### config.mk
export PLATFORM = sky130hd
export DESIGN_NAME = tcc_top
export DESIGN_NICKNAME = d
export VERILOG_FILES = /design/src/hdl/tcc_pkg.sv /design/src/hdl/cap_fifo_if.sv /design/src/hdl/cap_fifo.sv /design/src/hdl/tcc_top.sv
export VERILOG_INCLUDE_DIRS = /design/src /design/src/hdl
export SDC_FILE = /design/constraint.sdc
export NUM_CORES = 1
export LEC_CHECK = 0
export ABC_CLOCK_PERIOD_IN_PS = 4300
export BUFFER_PORTS_ARGS = -buffer_cell sky130_fd_sc_hd__buf_2
export CORE_MARGIN = 4
export CORE_UTILIZATION = 57
export DETAILED_ROUTE_END_ITERATION = 8
export PLACE_DENSITY_LB_ADDON = 0.12
export RECOVER_POWER = 100
export SYNTH_ARGS = -nofsm -noshare
export SYNTH_HDL_FRONTEND = slang
export SYNTH_SLANG_ARGS = --single-unit
### constraint.sdc
create_clock -name CLK_I -period 4.3 [get_ports CLK_I]
set_clock_uncertainty 0.05 [all_clocks]
set_input_delay 0.86 -clock CLK_I [delete_from_list [all_inputs] [get_ports CLK_I]]
set_output_delay 0.86 -clock CLK_I [all_outputs]
set_load 0.02 [all_outputs]
### src/hdl/tcc_map.svh
`ifndef TCC_MAP_SVH
`define TCC_MAP_SVH
// Register byte addresses
`define CAP_CTRL_ADDR  12'h000
`define CAP_BUF_ADDR   12'h004
`define CMP_CTRL_ADDR  12'h008
`define CMP_PRI_ADDR   12'h00c
`define CMP_SEC_ADDR   12'h010
`define STAT_ADDR      12'h014
// Capture control fields
`define CAP_SIDL_BIT   13
`define CAP_TSEL_BIT   7
`define CAP_CPI_HI     6
`define CAP_CPI_LO     5
`define CAP_OVF_BIT    4
`define CAP_BNE_BIT    3
`define MODE_HI        2
`define MODE_LO        0
// Compare control fields
`define CMP_SIDL_BIT   13
`define CMP_FLT_BIT    4
`define CMP_TSEL_BIT   3
// Writable masks
`define CAP_WMASK      16'h20e7
`define CMP_WMASK      16'h200f
// Capture modes
`define CM_OFF         3'h0
`define CM_BOTH        3'h1
`define CM_FALL        3'h2
`define CM_RISE        3'h3
`define CM_RISE4       3'h4
`define CM_RISE16      3'h5
`define CM_UNUSED      3'h6
`define CM_WAKE        3'h7
// Compare modes
`define OM_OFF         3'h0
`define OM_SETHI       3'h1
`define OM_SETLO       3'h2
`define OM_TOGGLE      3'h3
`define OM_SINGLE      3'h4
`define OM_CONT        3'h5
`define OM_PWM         3'h6
`define OM_PWMF        3'h7
// Prescale terminal counts
`define PRE4_LAST      4'h3
`define PRE16_LAST     4'hf
`endif

### src/hdl/tcc_pkg.sv
package tcc_pkg;
	typedef logic [15:0] word_t;
	typedef enum logic [1:0] {OC_IDLE, OC_WAIT1, OC_WAIT2, OC_DONE} oc_state_e;
endpackage

### src/hdl/cap_fifo_if.sv
`timescale 1ns/10ps
interface cap_fifo_if;
	logic           push;
	logic           pop;
	tcc_pkg::word_t wdata;
	tcc_pkg::word_t rdata;
	logic           full;
	logic           empty;
	modport owner (output push, output pop, output wdata, input rdata, input full, input empty);
	modport store (input push, input pop, input wdata, output rdata, output full, output empty);
endinterface

### src/hdl/cap_fifo.sv
`timescale 1ns/10ps
module cap_fifo #(
	parameter int DEPTH = 4
) (
	input wire logic      clk,
	input wire logic      rst_n,
	input wire logic      flush,
	cap_fifo_if.store     f
);
	localparam int AW = $clog2(DEPTH);
	tcc_pkg::word_t mem [DEPTH];
	logic [AW-1:0]  wp_r;
	logic [AW-1:0]  rp_r;
	logic [AW:0]    cnt_r;
	tcc_pkg::word_t rd_r;
	wire            do_push = f.push && !f.full;
	wire            do_pop  = f.pop && !f.empty;
	assign f.full  = (cnt_r == (AW+1)'(DEPTH));
	assign f.empty = (cnt_r == '0);
	assign f.rdata = rd_r;
	always_ff @(posedge clk) begin
		if (do_push)
			mem[wp_r] <= f.wdata;
	end
	always_ff @(posedge clk) begin
		if (!rst_n || flush) begin
			wp_r  <= '0;
			rp_r  <= '0;
			cnt_r <= '0;
			rd_r  <= '0;
		end else begin
			if (do_push)
				wp_r <= (wp_r == AW'(DEPTH-1)) ? '0 : wp_r + 1'b1;
			if (do_pop)
				rp_r <= (rp_r == AW'(DEPTH-1)) ? '0 : rp_r + 1'b1;
			cnt_r <= cnt_r + (AW+1)'(do_push) - (AW+1)'(do_pop);
			rd_r  <= (cnt_r == '0) ? '0 : mem[rp_r];
		end
	end
endmodule

### src/hdl/tcc_top.sv
`timescale 1ns/10ps
`include "tcc_map.svh"
// Summary of operation
// - Capture side, but for the mode 111 wake event, freezes in idle when its stop-in-idle bit is set.
// - Capture stores timer B when timer-select is 1, else timer C.
// - Capture event reports after every 1 to 4 captures per field.
// - Read-only overflow flag set by hardware on overflow, cleared by hardware.
// - Buffer-not-empty flag reads 1 while any captured value is unread.
// - Modes 011/100/101 capture every 1st, 4th, 16th rising edge.
// - Mode 010 falling edges; 001 both edges, event on every capture.
// - Mode 111 gives rising-edge wake event only in sleep or idle.
// - Modes 000 and 110 keep capture off.
// - Compare uses timer C when its select is 1, else timer B.
// - Compare output changes on timer match with one or two values.
// - Mode 001 starts low, match drives high, event on rise.
// - Mode 010 starts high, match drives low, event on fall.
// - Mode 011 keeps level on entry, toggles on match, event both edges.
// - Mode 100 starts low, emits one pulse, event on its fall.
// - Mode 101 starts low, emits pulse train, event each fall.
// - Mode 110 PWM, starts 1 unless primary value is zero, no event.
// - Mode 111 PWM with fault; falling fault input raises event.
// - Fault flag set only in mode 111, cleared by a compare control write or when the mode is not 111.
// - Mode 000 disables compare and hands pin to port logic.
// - Compare side, but for mode 111 fault handling, halts in idle when its stop-in-idle bit is set.
// - Each capture stores the full 16-bit timer value.
// - Captures queue in a four-entry FIFO read in arrival order.
module tcc_top #(
	parameter int FIFO_DEPTH = 4
) (
	// System
	input  wire logic        CLK_I,
	input  wire logic        RESETN_I,
	// AHB-Lite slave
	input  wire logic        HSEL_I,
	input  wire logic [11:0] HADDR_I,
	input  wire logic [1:0]  HTRANS_I,
	input  wire logic        HWRITE_I,
	input  wire logic [2:0]  HSIZE_I,
	input  wire logic [31:0] HWDATA_I,
	input  wire logic        HREADY_I,
	output logic      [31:0] HRDATA_O,
	output logic             HREADYOUT_O,
	output logic             HRESP_O,
	// Power state and timers
	input  wire logic        CPU_IDLE_I,
	input  wire logic        CPU_SLEEP_I,
	input  wire logic [15:0] TIMER_B_COUNT_I,
	input  wire logic [15:0] TIMER_C_COUNT_I,
	// Pins
	input  wire logic        CAPTURE_INPUT_PIN_I,
	input  wire logic        FAULT_INPUT_PIN_I,
	input  wire logic        PORT_DATA_I,
	output logic             COMPARE_OUTPUT_PIN_O,
	// Events
	output logic             CAPTURE_EVENT_O,
	output logic             COMPARE_EVENT_O
);
	////////////////////////////////////////////////////////////////////////////////
	// Bus slave
	logic        wr_pend_r;
	logic        rd_pend_r;
	logic [11:0] addr_r;
	logic [15:0] cap_ctrl_r;
	logic [15:0] cmp_ctrl_r;
	logic [15:0] pri_r;
	logic [15:0] sec_r;
	wire         take     = HSEL_I && HREADY_I && HTRANS_I[1];
	wire         wr_cap   = wr_pend_r && (addr_r == `CAP_CTRL_ADDR);
	wire         wr_cmp   = wr_pend_r && (addr_r == `CMP_CTRL_ADDR);
	wire         wr_pri   = wr_pend_r && (addr_r == `CMP_PRI_ADDR);
	wire         wr_sec   = wr_pend_r && (addr_r == `CMP_SEC_ADDR);
	wire         rd_buf   = take && !HWRITE_I && (HADDR_I == `CAP_BUF_ADDR);
	wire [2:0]   cap_mode = cap_ctrl_r[`MODE_HI:`MODE_LO];
	wire [2:0]   cmp_mode = cmp_ctrl_r[`MODE_HI:`MODE_LO];
	logic        ovf_r;
	logic        flt_r;
	logic [31:0] rd_mux;
	cap_fifo_if  fif ();
	wire [15:0]  cap_view = {cap_ctrl_r[15:5], ovf_r, !fif.empty, cap_ctrl_r[2:0]};
	wire [15:0]  cmp_view = {cmp_ctrl_r[15:5], flt_r, cmp_ctrl_r[3:0]};
	assign HREADYOUT_O = 1'b1;
	assign HRESP_O     = 1'b0;
	assign HRDATA_O    = rd_pend_r ? rd_mux : 32'h0;
	always_comb begin
		if (addr_r == `CAP_CTRL_ADDR)
			rd_mux = {16'h0, cap_view};
		else if (addr_r == `CAP_BUF_ADDR)
			rd_mux = {16'h0, fif.rdata};
		else if (addr_r == `CMP_CTRL_ADDR)
			rd_mux = {16'h0, cmp_view};
		else if (addr_r == `CMP_PRI_ADDR)
			rd_mux = {16'h0, pri_r};
		else if (addr_r == `CMP_SEC_ADDR)
			rd_mux = {16'h0, sec_r};
		else if (addr_r == `STAT_ADDR)
			rd_mux = {30'h0, flt_r, ovf_r};
		else
			rd_mux = 32'h0;
	end
	always_ff @(posedge CLK_I) begin
		if (!RESETN_I) begin
			wr_pend_r  <= 1'b0;
			rd_pend_r  <= 1'b0;
			addr_r     <= 12'h0;
			cap_ctrl_r <= 16'h0;
			cmp_ctrl_r <= 16'h0;
			pri_r      <= 16'h0;
			sec_r      <= 16'h0;
		end else begin
			wr_pend_r <= take && HWRITE_I;
			rd_pend_r <= take && !HWRITE_I;
			if (take)
				addr_r <= HADDR_I;
			if (wr_cap)
				cap_ctrl_r <= HWDATA_I[15:0] & `CAP_WMASK;
			if (wr_cmp)
				cmp_ctrl_r <= HWDATA_I[15:0] & `CMP_WMASK;
			if (wr_pri)
				pri_r <= HWDATA_I[15:0];
			if (wr_sec)
				sec_r <= HWDATA_I[15:0];
		end
	end

	////////////////////////////////////////////////////////////////////////////////
	// Input capture
	logic       pin_d_r;
	logic [3:0] pre_r;
	logic [1:0] per_r;
	wire        cap_run  = !(CPU_IDLE_I && cap_ctrl_r[`CAP_SIDL_BIT]);
	wire        rise     = CAPTURE_INPUT_PIN_I && !pin_d_r;
	wire        fall     = !CAPTURE_INPUT_PIN_I && pin_d_r;
	wire [3:0]  pre_last = (cap_mode == `CM_RISE4) ? `PRE4_LAST : `PRE16_LAST;
	wire        pre_hit  = rise && (pre_r == pre_last);
	logic       cap_ev;
	always_comb begin
		if (!cap_run)
			cap_ev = 1'b0;
		else if (cap_mode == `CM_RISE)
			cap_ev = rise;
		else if (cap_mode == `CM_RISE4 || cap_mode == `CM_RISE16)
			cap_ev = pre_hit;
		else if (cap_mode == `CM_FALL)
			cap_ev = fall;
		else if (cap_mode == `CM_BOTH)
			cap_ev = rise || fall;
		else
			cap_ev = 1'b0;
	end
	wire        wake_ev  = (cap_mode == `CM_WAKE) && rise && (CPU_SLEEP_I || CPU_IDLE_I);
	wire        per_hit  = (cap_mode == `CM_BOTH) || (per_r == cap_ctrl_r[`CAP_CPI_HI:`CAP_CPI_LO]);
	wire        cap_off  = (cap_mode == `CM_OFF) || (cap_mode == `CM_UNUSED);
	assign fif.push  = cap_ev;
	assign fif.wdata = cap_ctrl_r[`CAP_TSEL_BIT] ? TIMER_B_COUNT_I : TIMER_C_COUNT_I;
	assign fif.pop   = rd_buf;
	cap_fifo #(.DEPTH(FIFO_DEPTH)) u_fifo (
		.clk   (CLK_I),
		.rst_n (RESETN_I),
		.flush (cap_off),
		.f     (fif.store)
	);
	always_ff @(posedge CLK_I) begin
		if (!RESETN_I) begin
			pin_d_r         <= 1'b0;
			pre_r           <= 4'h0;
			per_r           <= 2'h0;
			ovf_r           <= 1'b0;
			CAPTURE_EVENT_O <= 1'b0;
		end else begin
			pin_d_r <= CAPTURE_INPUT_PIN_I;
			if (cap_off)
				pre_r <= 4'h0;
			else if (cap_run && rise)
				pre_r <= pre_hit ? 4'h0 : pre_r + 4'h1;
			if (cap_off)
				per_r <= 2'h0;
			else if (cap_ev)
				per_r <= per_hit ? 2'h0 : per_r + 2'h1;
			if (cap_ev && fif.full)
				ovf_r <= 1'b1;
			else if (cap_off || (rd_buf && !fif.full))
				ovf_r <= 1'b0;
			CAPTURE_EVENT_O <= (cap_ev && per_hit) || wake_ev;
		end
	end

	////////////////////////////////////////////////////////////////////////////////
	// Output compare
	tcc_pkg::oc_state_e st_r;
	logic        oc_r;
	logic        flt_d_r;
	wire         cmp_run = !(CPU_IDLE_I && cmp_ctrl_r[`CMP_SIDL_BIT]);
	wire [15:0]  tmr     = cmp_ctrl_r[`CMP_TSEL_BIT] ? TIMER_C_COUNT_I : TIMER_B_COUNT_I;
	wire         m_pri   = cmp_run && (tmr == pri_r);
	wire         m_sec   = cmp_run && (tmr == sec_r);
	wire         flt_fall = !FAULT_INPUT_PIN_I && flt_d_r;
	logic        oc_nxt;
	tcc_pkg::oc_state_e st_nxt;
	always_comb begin
		oc_nxt = oc_r;
		st_nxt = st_r;
		if (wr_cmp) begin
			st_nxt = tcc_pkg::OC_WAIT1;
			if (HWDATA_I[2:0] == `OM_SETLO)
				oc_nxt = 1'b1;
			else if (HWDATA_I[2:0] == `OM_PWM || HWDATA_I[2:0] == `OM_PWMF)
				oc_nxt = (pri_r != 16'h0);
			else if (HWDATA_I[2:0] != `OM_TOGGLE)
				oc_nxt = 1'b0;
		end else begin
			case (cmp_mode)
			`OM_SETHI: if (m_pri) oc_nxt = 1'b1;
			`OM_SETLO: if (m_pri) oc_nxt = 1'b0;
			`OM_TOGGLE: if (m_pri) oc_nxt = !oc_r;
			`OM_SINGLE, `OM_CONT: begin
				case (st_r)
				tcc_pkg::OC_WAIT1: if (m_pri) begin
					oc_nxt = 1'b1;
					st_nxt = tcc_pkg::OC_WAIT2;
				end
				tcc_pkg::OC_WAIT2: if (m_sec) begin
					oc_nxt = 1'b0;
					st_nxt = (cmp_mode == `OM_CONT) ? tcc_pkg::OC_WAIT1 : tcc_pkg::OC_DONE;
				end
				default: st_nxt = st_r;
				endcase
			end
			`OM_PWM, `OM_PWMF: begin
				if (flt_r)
					oc_nxt = 1'b0;
				else if (tmr == 16'h0 && cmp_run)
					oc_nxt = (pri_r != 16'h0);
				else if (m_pri)
					oc_nxt = 1'b0;
			end
			default: oc_nxt = oc_r;
			endcase
		end
	end
	always_ff @(posedge CLK_I) begin
		if (!RESETN_I) begin
			st_r            <= tcc_pkg::OC_IDLE;
			oc_r            <= 1'b0;
			flt_d_r         <= 1'b1;
			flt_r           <= 1'b0;
			COMPARE_EVENT_O <= 1'b0;
		end else begin
			st_r    <= st_nxt;
			oc_r    <= oc_nxt;
			flt_d_r <= FAULT_INPUT_PIN_I;
			if (cmp_mode == `OM_PWMF && flt_fall)
				flt_r <= 1'b1;
			else if (wr_cmp || cmp_mode != `OM_PWMF)
				flt_r <= 1'b0;
			if (wr_cmp)
				COMPARE_EVENT_O <= 1'b0;
			else if (cmp_mode == `OM_SETHI)
				COMPARE_EVENT_O <= oc_nxt && !oc_r;
			else if (cmp_mode == `OM_TOGGLE)
				COMPARE_EVENT_O <= oc_nxt != oc_r;
			else if (cmp_mode == `OM_SETLO || cmp_mode == `OM_SINGLE || cmp_mode == `OM_CONT)
				COMPARE_EVENT_O <= !oc_nxt && oc_r;
			else if (cmp_mode == `OM_PWMF)
				COMPARE_EVENT_O <= flt_fall;
			else
				COMPARE_EVENT_O <= 1'b0;
		end
	end
	assign COMPARE_OUTPUT_PIN_O = (cmp_mode == `OM_OFF) ? PORT_DATA_I : oc_r;
endmodule

==> impl_results.md, run 1 <==
- Status: complete, but fails checks
- Failing checks: max-capacitance violations, max-slew violations
- Vias per cell: 5.876
- Startpoint Class: flip-flop
- Slew headroom: -0.6634
- RSZ-0062 raised after global routing: no
- Detailed Routing Iterations Pass 1: 7
- Synth Cell Area: between 7000 and 8000 um^2
- WL met2: approximately 9300 um
- CTS Sinks: between 150 and 200
- Synth Flop Type: dfxtp_1
- Worst hold path type: reg -> reg
- Fillcell total: about 1100
- Setup TNS: 0 ps
- Routed Wire Length: about 19000 um
- Met1 WL: about 8400 um
- Total grt overflow: 0
- Register area share after synthesis: 0.4806
- RD Place Congestion: ~0.9
- Max-cap viol count: 1
- Row count: 43
- Antenna violations before repair: 0
- Post-route ant nets: 0
- Worst EP required: approximately 3400 ps
- I/O Pins: 128
- Wire length on met3: between 1000 and 1500 um
- Final Hold Viols: 0
- Vias: approximately 6000
- DP Wirelength: 13870 um
- Synth unique cells: 59
- Clock insertion delay at the later pin of the skew report: between 400 and 500 ps
- Synthesized area per cell: between 10 and 15 um^2
- Worst vdd ir: ~330 uV
- Clk slew on worst S/H paths: ~60 ps
- Final Max Slew Viols: between 60 and 70
- Total track usage: 0.2447
- Vias in the first global route: 5892
- Cells after Synth: approximately 750
- Pwr per Cell Area: approximately 360 nW/um^2
- Share of layout cells above drive strength 1: 0.1683
- Die area: ~16000 um^2
- Actual slew at the worst max-slew pin: 2495 ps
- IO buf count: 89
- Std-Cell Core Area: between 10000 and 15000 um^2
- #FFs+latches synth: 160
- Post-route clock period utilization: 0.9096
- Max Used Layer: met4
- Max clock buf depth: 2
- Final nets: 933
- Post CTS Setup Buffer Count: 0
- First-pass GRT wire length: around 31000 um
- EDFF count, synth: between 60 and 70
- Crit path time final: roughly 3900 ps
- DR iter-0 viols: 490
- Post-synth ARST share: 0
- Routed len/inst: between 15 and 20 um
- Total CTS buffers: 17
- Fin util: 0.6518
- Largest net degree at the start of global routing: 69
- Worst-path maximum fanout: 11
- P_leak: 3.122 nW
- Warnings, synthesis: 0
- Critical path endpoint category: output port
- H-tree depth: 4
- Starting Density: 0.5784
- Setup Crit Path Kind: reg -> out
- Die X: 126.5 um
- Crit path arrival time: approximately 3000 ps
- CTS tree: built
- Post-cts resize count: 0
- Max Fclk: 255.7 MHz
- # diodes: 0
- Root buffer cell: clkbuf_16
- P&R area growth vs syn: 12.69%
- DRC Markers: 0
- Finish-stage setup viols: 0
- Die H: around 130 um
- CTS Hold Bufs: 0
## critical path, stage by stage, from the launching register on
cell and delay (ps):
dfxtp_1 310, nor4_1 410, nand3_1 280, nor4b_4 660
clkbuf_1 340, a222oi_1 170, nor2_1 140, clkbuf_1 260
## sequential cells by signal, indices dropped and copies added (netlist names), 4 cells and up
| register | flops |
|---|---|
| u_fifo.mem | 64 |
| pri_r | 16 |
| cap_ctrl_r | 7 |
| u_fifo.f.rdata | 16 |
| sec_r | 16 |
| pre_r | 4 |
| addr_r | 12 |
| cmp_ctrl_r | 5 |
## cell type report
cell class | instances | area (um^2) | share of cell area
sequential | 160 | 3844 | 0.4265
multi-input combinational | 525 | 3789 | 0.4204
timing repair buffer | 108 | 545.5 | 0.06053
clock buffer | 18 | 429.2 | 0.04762
tap | 180 | 225.2 | 0.02499
clock inverter | 14 | 131.4 | 0.01458
inverter | 13 | 48.80 | 0.005414
## per-stage QoR
stage | instances | setup slack (ps) | cell area (um^2) | hold WS [ps] | total power [mW]
detailed placement | 986 | 161.7 | 8518 | 420.8 | 1.817
global route | 1018 | 160.1 | 9012 | 461.8 | 3.328
finish | 1018 | 388.8 | 9012 | 421.5 | 3.222
global placement | 986 | 227.1 | 8518 | 403.4 | 1.811
floorplan | 763 | 710.7 | 8058 | 393.4 | 1.744
CTS | 1018 | 509.1 | 9079 | 428.9 | 3.239
## final timing paths
kind | startpoint | to | slack, ps | cells past startpoint
setup / recovery | addr_r[7] | HRDATA_O[15] | 390 | 7
hold / removal | addr_r[7] | addr_r[7] | 420 | 2
setup reg to reg | cmp_ctrl_r[3] | COMPARE_EVENT_O | 490 | 17
hold reg to reg | addr_r[7] | addr_r[7] | 420 | 2
## report_power, final
| group | internal [mW] | switching, mW | total (mW) |
|---|---|---|---|
| clock | 0.804 | 0.632 | 1.44 |
| sequential | 1.58 | 0.00684 | 1.59 |
| combinational | 0.0757 | 0.120 | 0.196 |
| total | 2.46 | 0.759 | 3.22 |
## cells in the final DEF (no fill, tap or decap), drive strengths merged, types with 2 or more instances in the layout
| cell type | synthesis | layout |
|---|---|---|
| nor2 | 29 | 29 |
| or3 | 3 | 3 |
| a41oi | 2 | 2 |
| clkinv | 0 | 7 |
| a22oi | 6 | 6 |
| or2 | 2 | 2 |
| mux2 | 16 | 16 |
| conb | 2 | 18 |
| o21ai | 11 | 11 |
| buf | 30 | 80 |
| mux4 | 16 | 16 |
| edfxtp | 64 | 64 |
| a21o | 2 | 2 |
| nor3 | 13 | 13 |
| a21oi | 13 | 13 |
| o2111ai | 2 | 2 |
| a221oi | 6 | 6 |
| nand2 | 97 | 97 |
| nand2b | 2 | 2 |
| nor2b | 21 | 21 |
| inv | 13 | 17 |
| a21boi | 50 | 50 |
| xnor2 | 32 | 32 |
| dfxtp | 96 | 96 |
| a31oi | 5 | 5 |
| nor4b | 3 | 3 |
| nand4 | 5 | 5 |
| a22o | 7 | 7 |
| mux2i | 37 | 37 |
| nand3 | 33 | 33 |
| nor3b | 5 | 5 |
| a222oi | 8 | 8 |
| ha | 16 | 16 |
| clkbuf | 35 | 46 |
| and2 | 9 | 9 |
| nor4 | 18 | 18 |
| clkinvlp | 0 | 2 |
| and3 | 23 | 23 |
| xor2 | 7 | 7 |
## synthesized netlist by cell type, types with 16 or more instances
cell type	instances	area, um^2
nand2_1	97	364.1
dfxtp_1	96	1922
edfxtp_1	64	1922
a21boi_0	50	375.4
clkbuf_1	35	131.4
nand3_1	33	165.2
mux2i_1	32	320.3
xnor2_1	32	280.3
nor2_1	29	108.9
and3_1	23	143.9
nor2b_1	21	131.4
buf_4	20	150.1
ha_1	16	200.2
mux2_2	16	180.2
mux4_2	16	360.4
nor4_1	16	100.1
## routing by layer
layer  vias up  GRT usage
met1      2878     0.3239
met3        28    0.05979
met4         0    0.07256
met2       253     0.4013
li1       2823          -
met5         -          0
## logic make-up after synthesis
logic type                 synth area share
DFF                                  0.4806
adders and majority gates           0.02753
muxes                                0.1162
xor gates and xnor gates            0.04271
other                             0.0009390
AOI/OAI and AO/OA                    0.1092
and+or+nand+nor                      0.1699
buffers and inverters               0.05288
Note: power is estimated with default switching activity, not from simulation.
==> inputs of run 2 (changes only) <==
--- a/config.mk
+++ b/config.mk
@@ -9,10 +9,12 @@
 export ABC_CLOCK_PERIOD_IN_PS = 4300
 export BUFFER_PORTS_ARGS = -buffer_cell sky130_fd_sc_hd__buf_2
 export CORE_MARGIN = 4
-export CORE_UTILIZATION = 57
+export CORE_UTILIZATION = 53
+export CTS_BUF_LIST = sky130_fd_sc_hd__clkbuf_2
 export DETAILED_ROUTE_END_ITERATION = 8
 export PLACE_DENSITY_LB_ADDON = 0.12
 export RECOVER_POWER = 100
 export SYNTH_ARGS = -nofsm -noshare
 export SYNTH_HDL_FRONTEND = slang
+export SYNTH_HIERARCHICAL = 1
 export SYNTH_SLANG_ARGS = --single-unit
==> run 2 against run 1 <==
  * The flow still finishes with violations (max-capacitance violations, max-slew violations)
  * Design area shrank 2.3%
  * Wire length up 2.0%
  * Via count up 3.1%
  * Synthesized cell count is 6.4% higher
  * Count of clock-buffer cells in the layout did not move
  * Utilization down 5.5 points
  * Die area rose by 8.4%
  * Sequential power hardly changed
==> impl_results.md, run 2 <==
- Post-Layout Inst Area: around 8800 um^2
- Worst hold endpoint: rd_pend_r
- Most frequent cells in the layout: nand2_1, dfxtp_1, buf_2
- Cells after Synth: a little under 800
- Hold Crit Depth: 2
- Fillcell total: roughly 1300
- Synth area leader: dfxtp_1
- Die area: between 15000 and 20000 um^2
- Die H: around 130 um
- RSZ-0062 raised after global routing: no
- DRC Markers: 0
- Crit path time final: 3996 ps
- CTS Sinks: 160
- CTS Hold Bufs: 0
- Top-area cell type share of the netlist area: 0.2371
- Dominant cell by count in the synthesized netlist: nand2_1
- First-pass GRT wire length: 32040 um
- Critical hold path startpoint: HWRITE_I
- Dpl cells: roughly 1000
- Layer with the highest usage: met2
- Row count: 44
- Synthesized area per cell: just over 10 um^2
- Total grt overflow: 0
- IO buf count: 89
- P_leak: 3.008 nW
- DP Wirelength: ~15000 um
- Setup TNS: 0 ps
- Setup Crit Path Kind: reg -> out
- RR Startpoint: cmp_ctrl_r[3]
- Final nets: 985
- Vias in the first global route: approximately 6100
- Post-synthesis xor/xnor area fraction: 0.03891
- Worst-path cell chain: nor4_1 > nand3_1 > buf_4 > or3_1 > o21ai_1 > a21oi_1 > buf_2
- Largest register FFs: 64
- Min setup slack post-route: 303.7 ps
- P&R area growth vs syn: 8.615%
- Slew headroom: -0.7296
- Synth Flop Type: dfxtp_1
- Max Fclk: 250.2 MHz
- Synth Area in Adders: 0.02717
- Buf+Inv Stages, Crit Path: 2
- Post-synth ARST share: 0
- Synth Cell Area: about 8100 um^2
- WP depth: 7
- Mux cell area share after synthesis: 0.1047
- Routed len/inst: 18.41 um
- Layout Cells excl Fill: around 1100
- EDFF count, synth: 64
- Status: complete, but fails checks
- Post-route ant nets: 0
- Detailed Routing Iterations Pass 1: 8
- Met1 GRT Util: 0.3154
- Met3 GRT Util: 0.05161
- Root buffer cell: clkbuf_2
- CTS tree: built
- Post-route clock period utilization: 0.9294
- R2r endpoint: COMPARE_EVENT_O
- Leading post-synthesis cells by cell area: dfxtp_1, edfxtp_1, nand2_1
- H-tree depth: 4
- CP top delay family: simple AND/OR/NAND/NOR gates
- Worst hold path type: in -> reg
- Post CTS Setup Buffer Count: 0
- Worst vdd ir: roughly 230 uV
- Simple-Gate Fraction of Synth Area: 0.1854
- Most frequent cells after synthesis: nand2_1, dfxtp_1, edfxtp_1
- R2R setup slack: between 300 and 400 ps
- Crit path arrival time: slightly above 3000 ps
- Startpoint Class: flip-flop
- Placed Area: around 8600 um^2
- Worst slack at placement: roughly 150 ps
- Total track usage: 0.2311
- Max incr delay on CP: approximately 540 ps
- Commonest non-fill, non-tap cell in the layout: nand2_1
- Reg with most FFs: u_fifo/mem
- Finish-stage setup viols: 0
- Antenna violations before repair: 2
- Compound-Gate Fraction of Synth Area: 0.1153
- Origin of the worst setup path: addr_r[7]
- Reg2Reg Depth: 17
- Register area share after synthesis: 0.4743
- RD Place Congestion: ~0.92
- Vias: approximately 6200
- Std-Cell Core Area: roughly 15000 um^2
- Final Hold Viols: 0
- Routed Wire Length: 19790 um
- Worst EP required: about 3400 ps
- Vias per cell: approximately 5.7
- Met2 Use GR: 0.3722
- Slowest-stage cell, CP: or3_1
- Total power: about 2.5 mW
- Clock insertion delay at the later pin of the skew report: approximately 700 ps
- Critical path endpoint category: output port
- I/O Pins: roughly 130
- Pwr per Cell Area: 289.2 nW/um^2
- Max clock buf depth: 2
- Share of layout cells above drive strength 1: 0.1798
- Die X: between 100 and 150 um
- Max-cap viol count: 1
- Warnings, synthesis: 6
- Failing checks: max-capacitance violations, max-slew violations
- Largest net degree at the start of global routing: 70
- Total CTS buffers: 17
- Worst-path maximum fanout: 12
- Synth unique cells: 62
- Actual slew at the worst max-slew pin: 2594 ps
- Final Max Slew Viols: 70
- Largest family of logic cells by synthesized area: simple AND/OR/NAND/NOR gates
- Starting Density: 0.5493
- Fin util: 0.5966
- Clk slew on worst S/H paths: approximately 230 ps
- #FFs+latches synth: 160
- DR iter-0 viols: 411
- WHS: roughly 270 ps
run 2: changes by cell type after synthesis, sizes merged, moves of 9 or more:
| cell | previous run | this run |
|---|---|---|
| nor3 | 13 | 22 |
| nand2 | 97 | 150 |
| a21oi | 13 | 31 |
| nand3 | 33 | 12 |
| clkbuf | 35 | 26 |
| mux2i | 37 | 24 |
| inv | 13 | 24 |
| a21boi | 50 | 59 |
| and3 | 23 | 7 |
run 2: report_power, final:
| group | total (mW) | switching, mW | internal, mW |
|---|---|---|---|
| combinational | 0.209 | 0.131 | 0.0771 |
| sequential | 1.59 | 0.00721 | 1.59 |
| clock | 0.744 | 0.569 | 0.175 |
| total | 2.55 | 0.708 | 1.84 |
run 2: metal layers:
layer	up-vias	routed length [um]
met3	32	1322
met5	-	8
met1	2949	8696
met4	2	361
li1	2945	-
met2	239	9403
run 2: how the worst max path moves through the flow:
stage	to	slack [ps]
detailed placement	COMPARE_EVENT_O	150
finish	HRDATA_O[15]	300
global placement	COMPARE_EVENT_O	240
CTS	COMPARE_EVENT_O	170
floorplan	COMPARE_EVENT_O	780
global route	HRDATA_O[15]	20
run 2: cell type report:
cell class                 instances  area [um^2]  area share
clock inverter                    14        121.4     0.01379
antenna                            1        2.502   0.0002843
multi-input combinational        570         3876      0.4404
sequential                       160         3845      0.4368
timing repair buffer             104        546.8     0.06212
inverter                          24        90.09     0.01023
clock buffer                      18        90.09     0.01023
tap                              184        230.2     0.02615
run 2: cells by family after synthesis:
logic type                 count (synthesis)
adders and majority gates                 17
DFF                                      160
xor gates and xnor gates                  36
and+or+nand+nor                          305
other                                      2
AOI/OAI and AO/OA                        135
buffers and inverters                     81
muxes                                     59
run 2: worst register-to-register path, cell delays in order (launching register included):
cell       delay [ps]
dfxtp_2           600
buf_12            210
mux2i_2           350
xnor2_1           130
nor4_2            300
nand2_1           180
nor2_1            170
inv_1              90
ha_1              280
mux2i_1            70
a211o_1           310
a211o_1           270
o2111ai_2         110
ha_1              280
mux2i_1           140
a22o_1            150
nand2_1            50
a21oi_1           140
run 2: repair_timing:
action	in CTS	in global routing
setup endpoints to repair	0	1
gates resized for setup	0	1
endpoints found under the hold margin	0	0
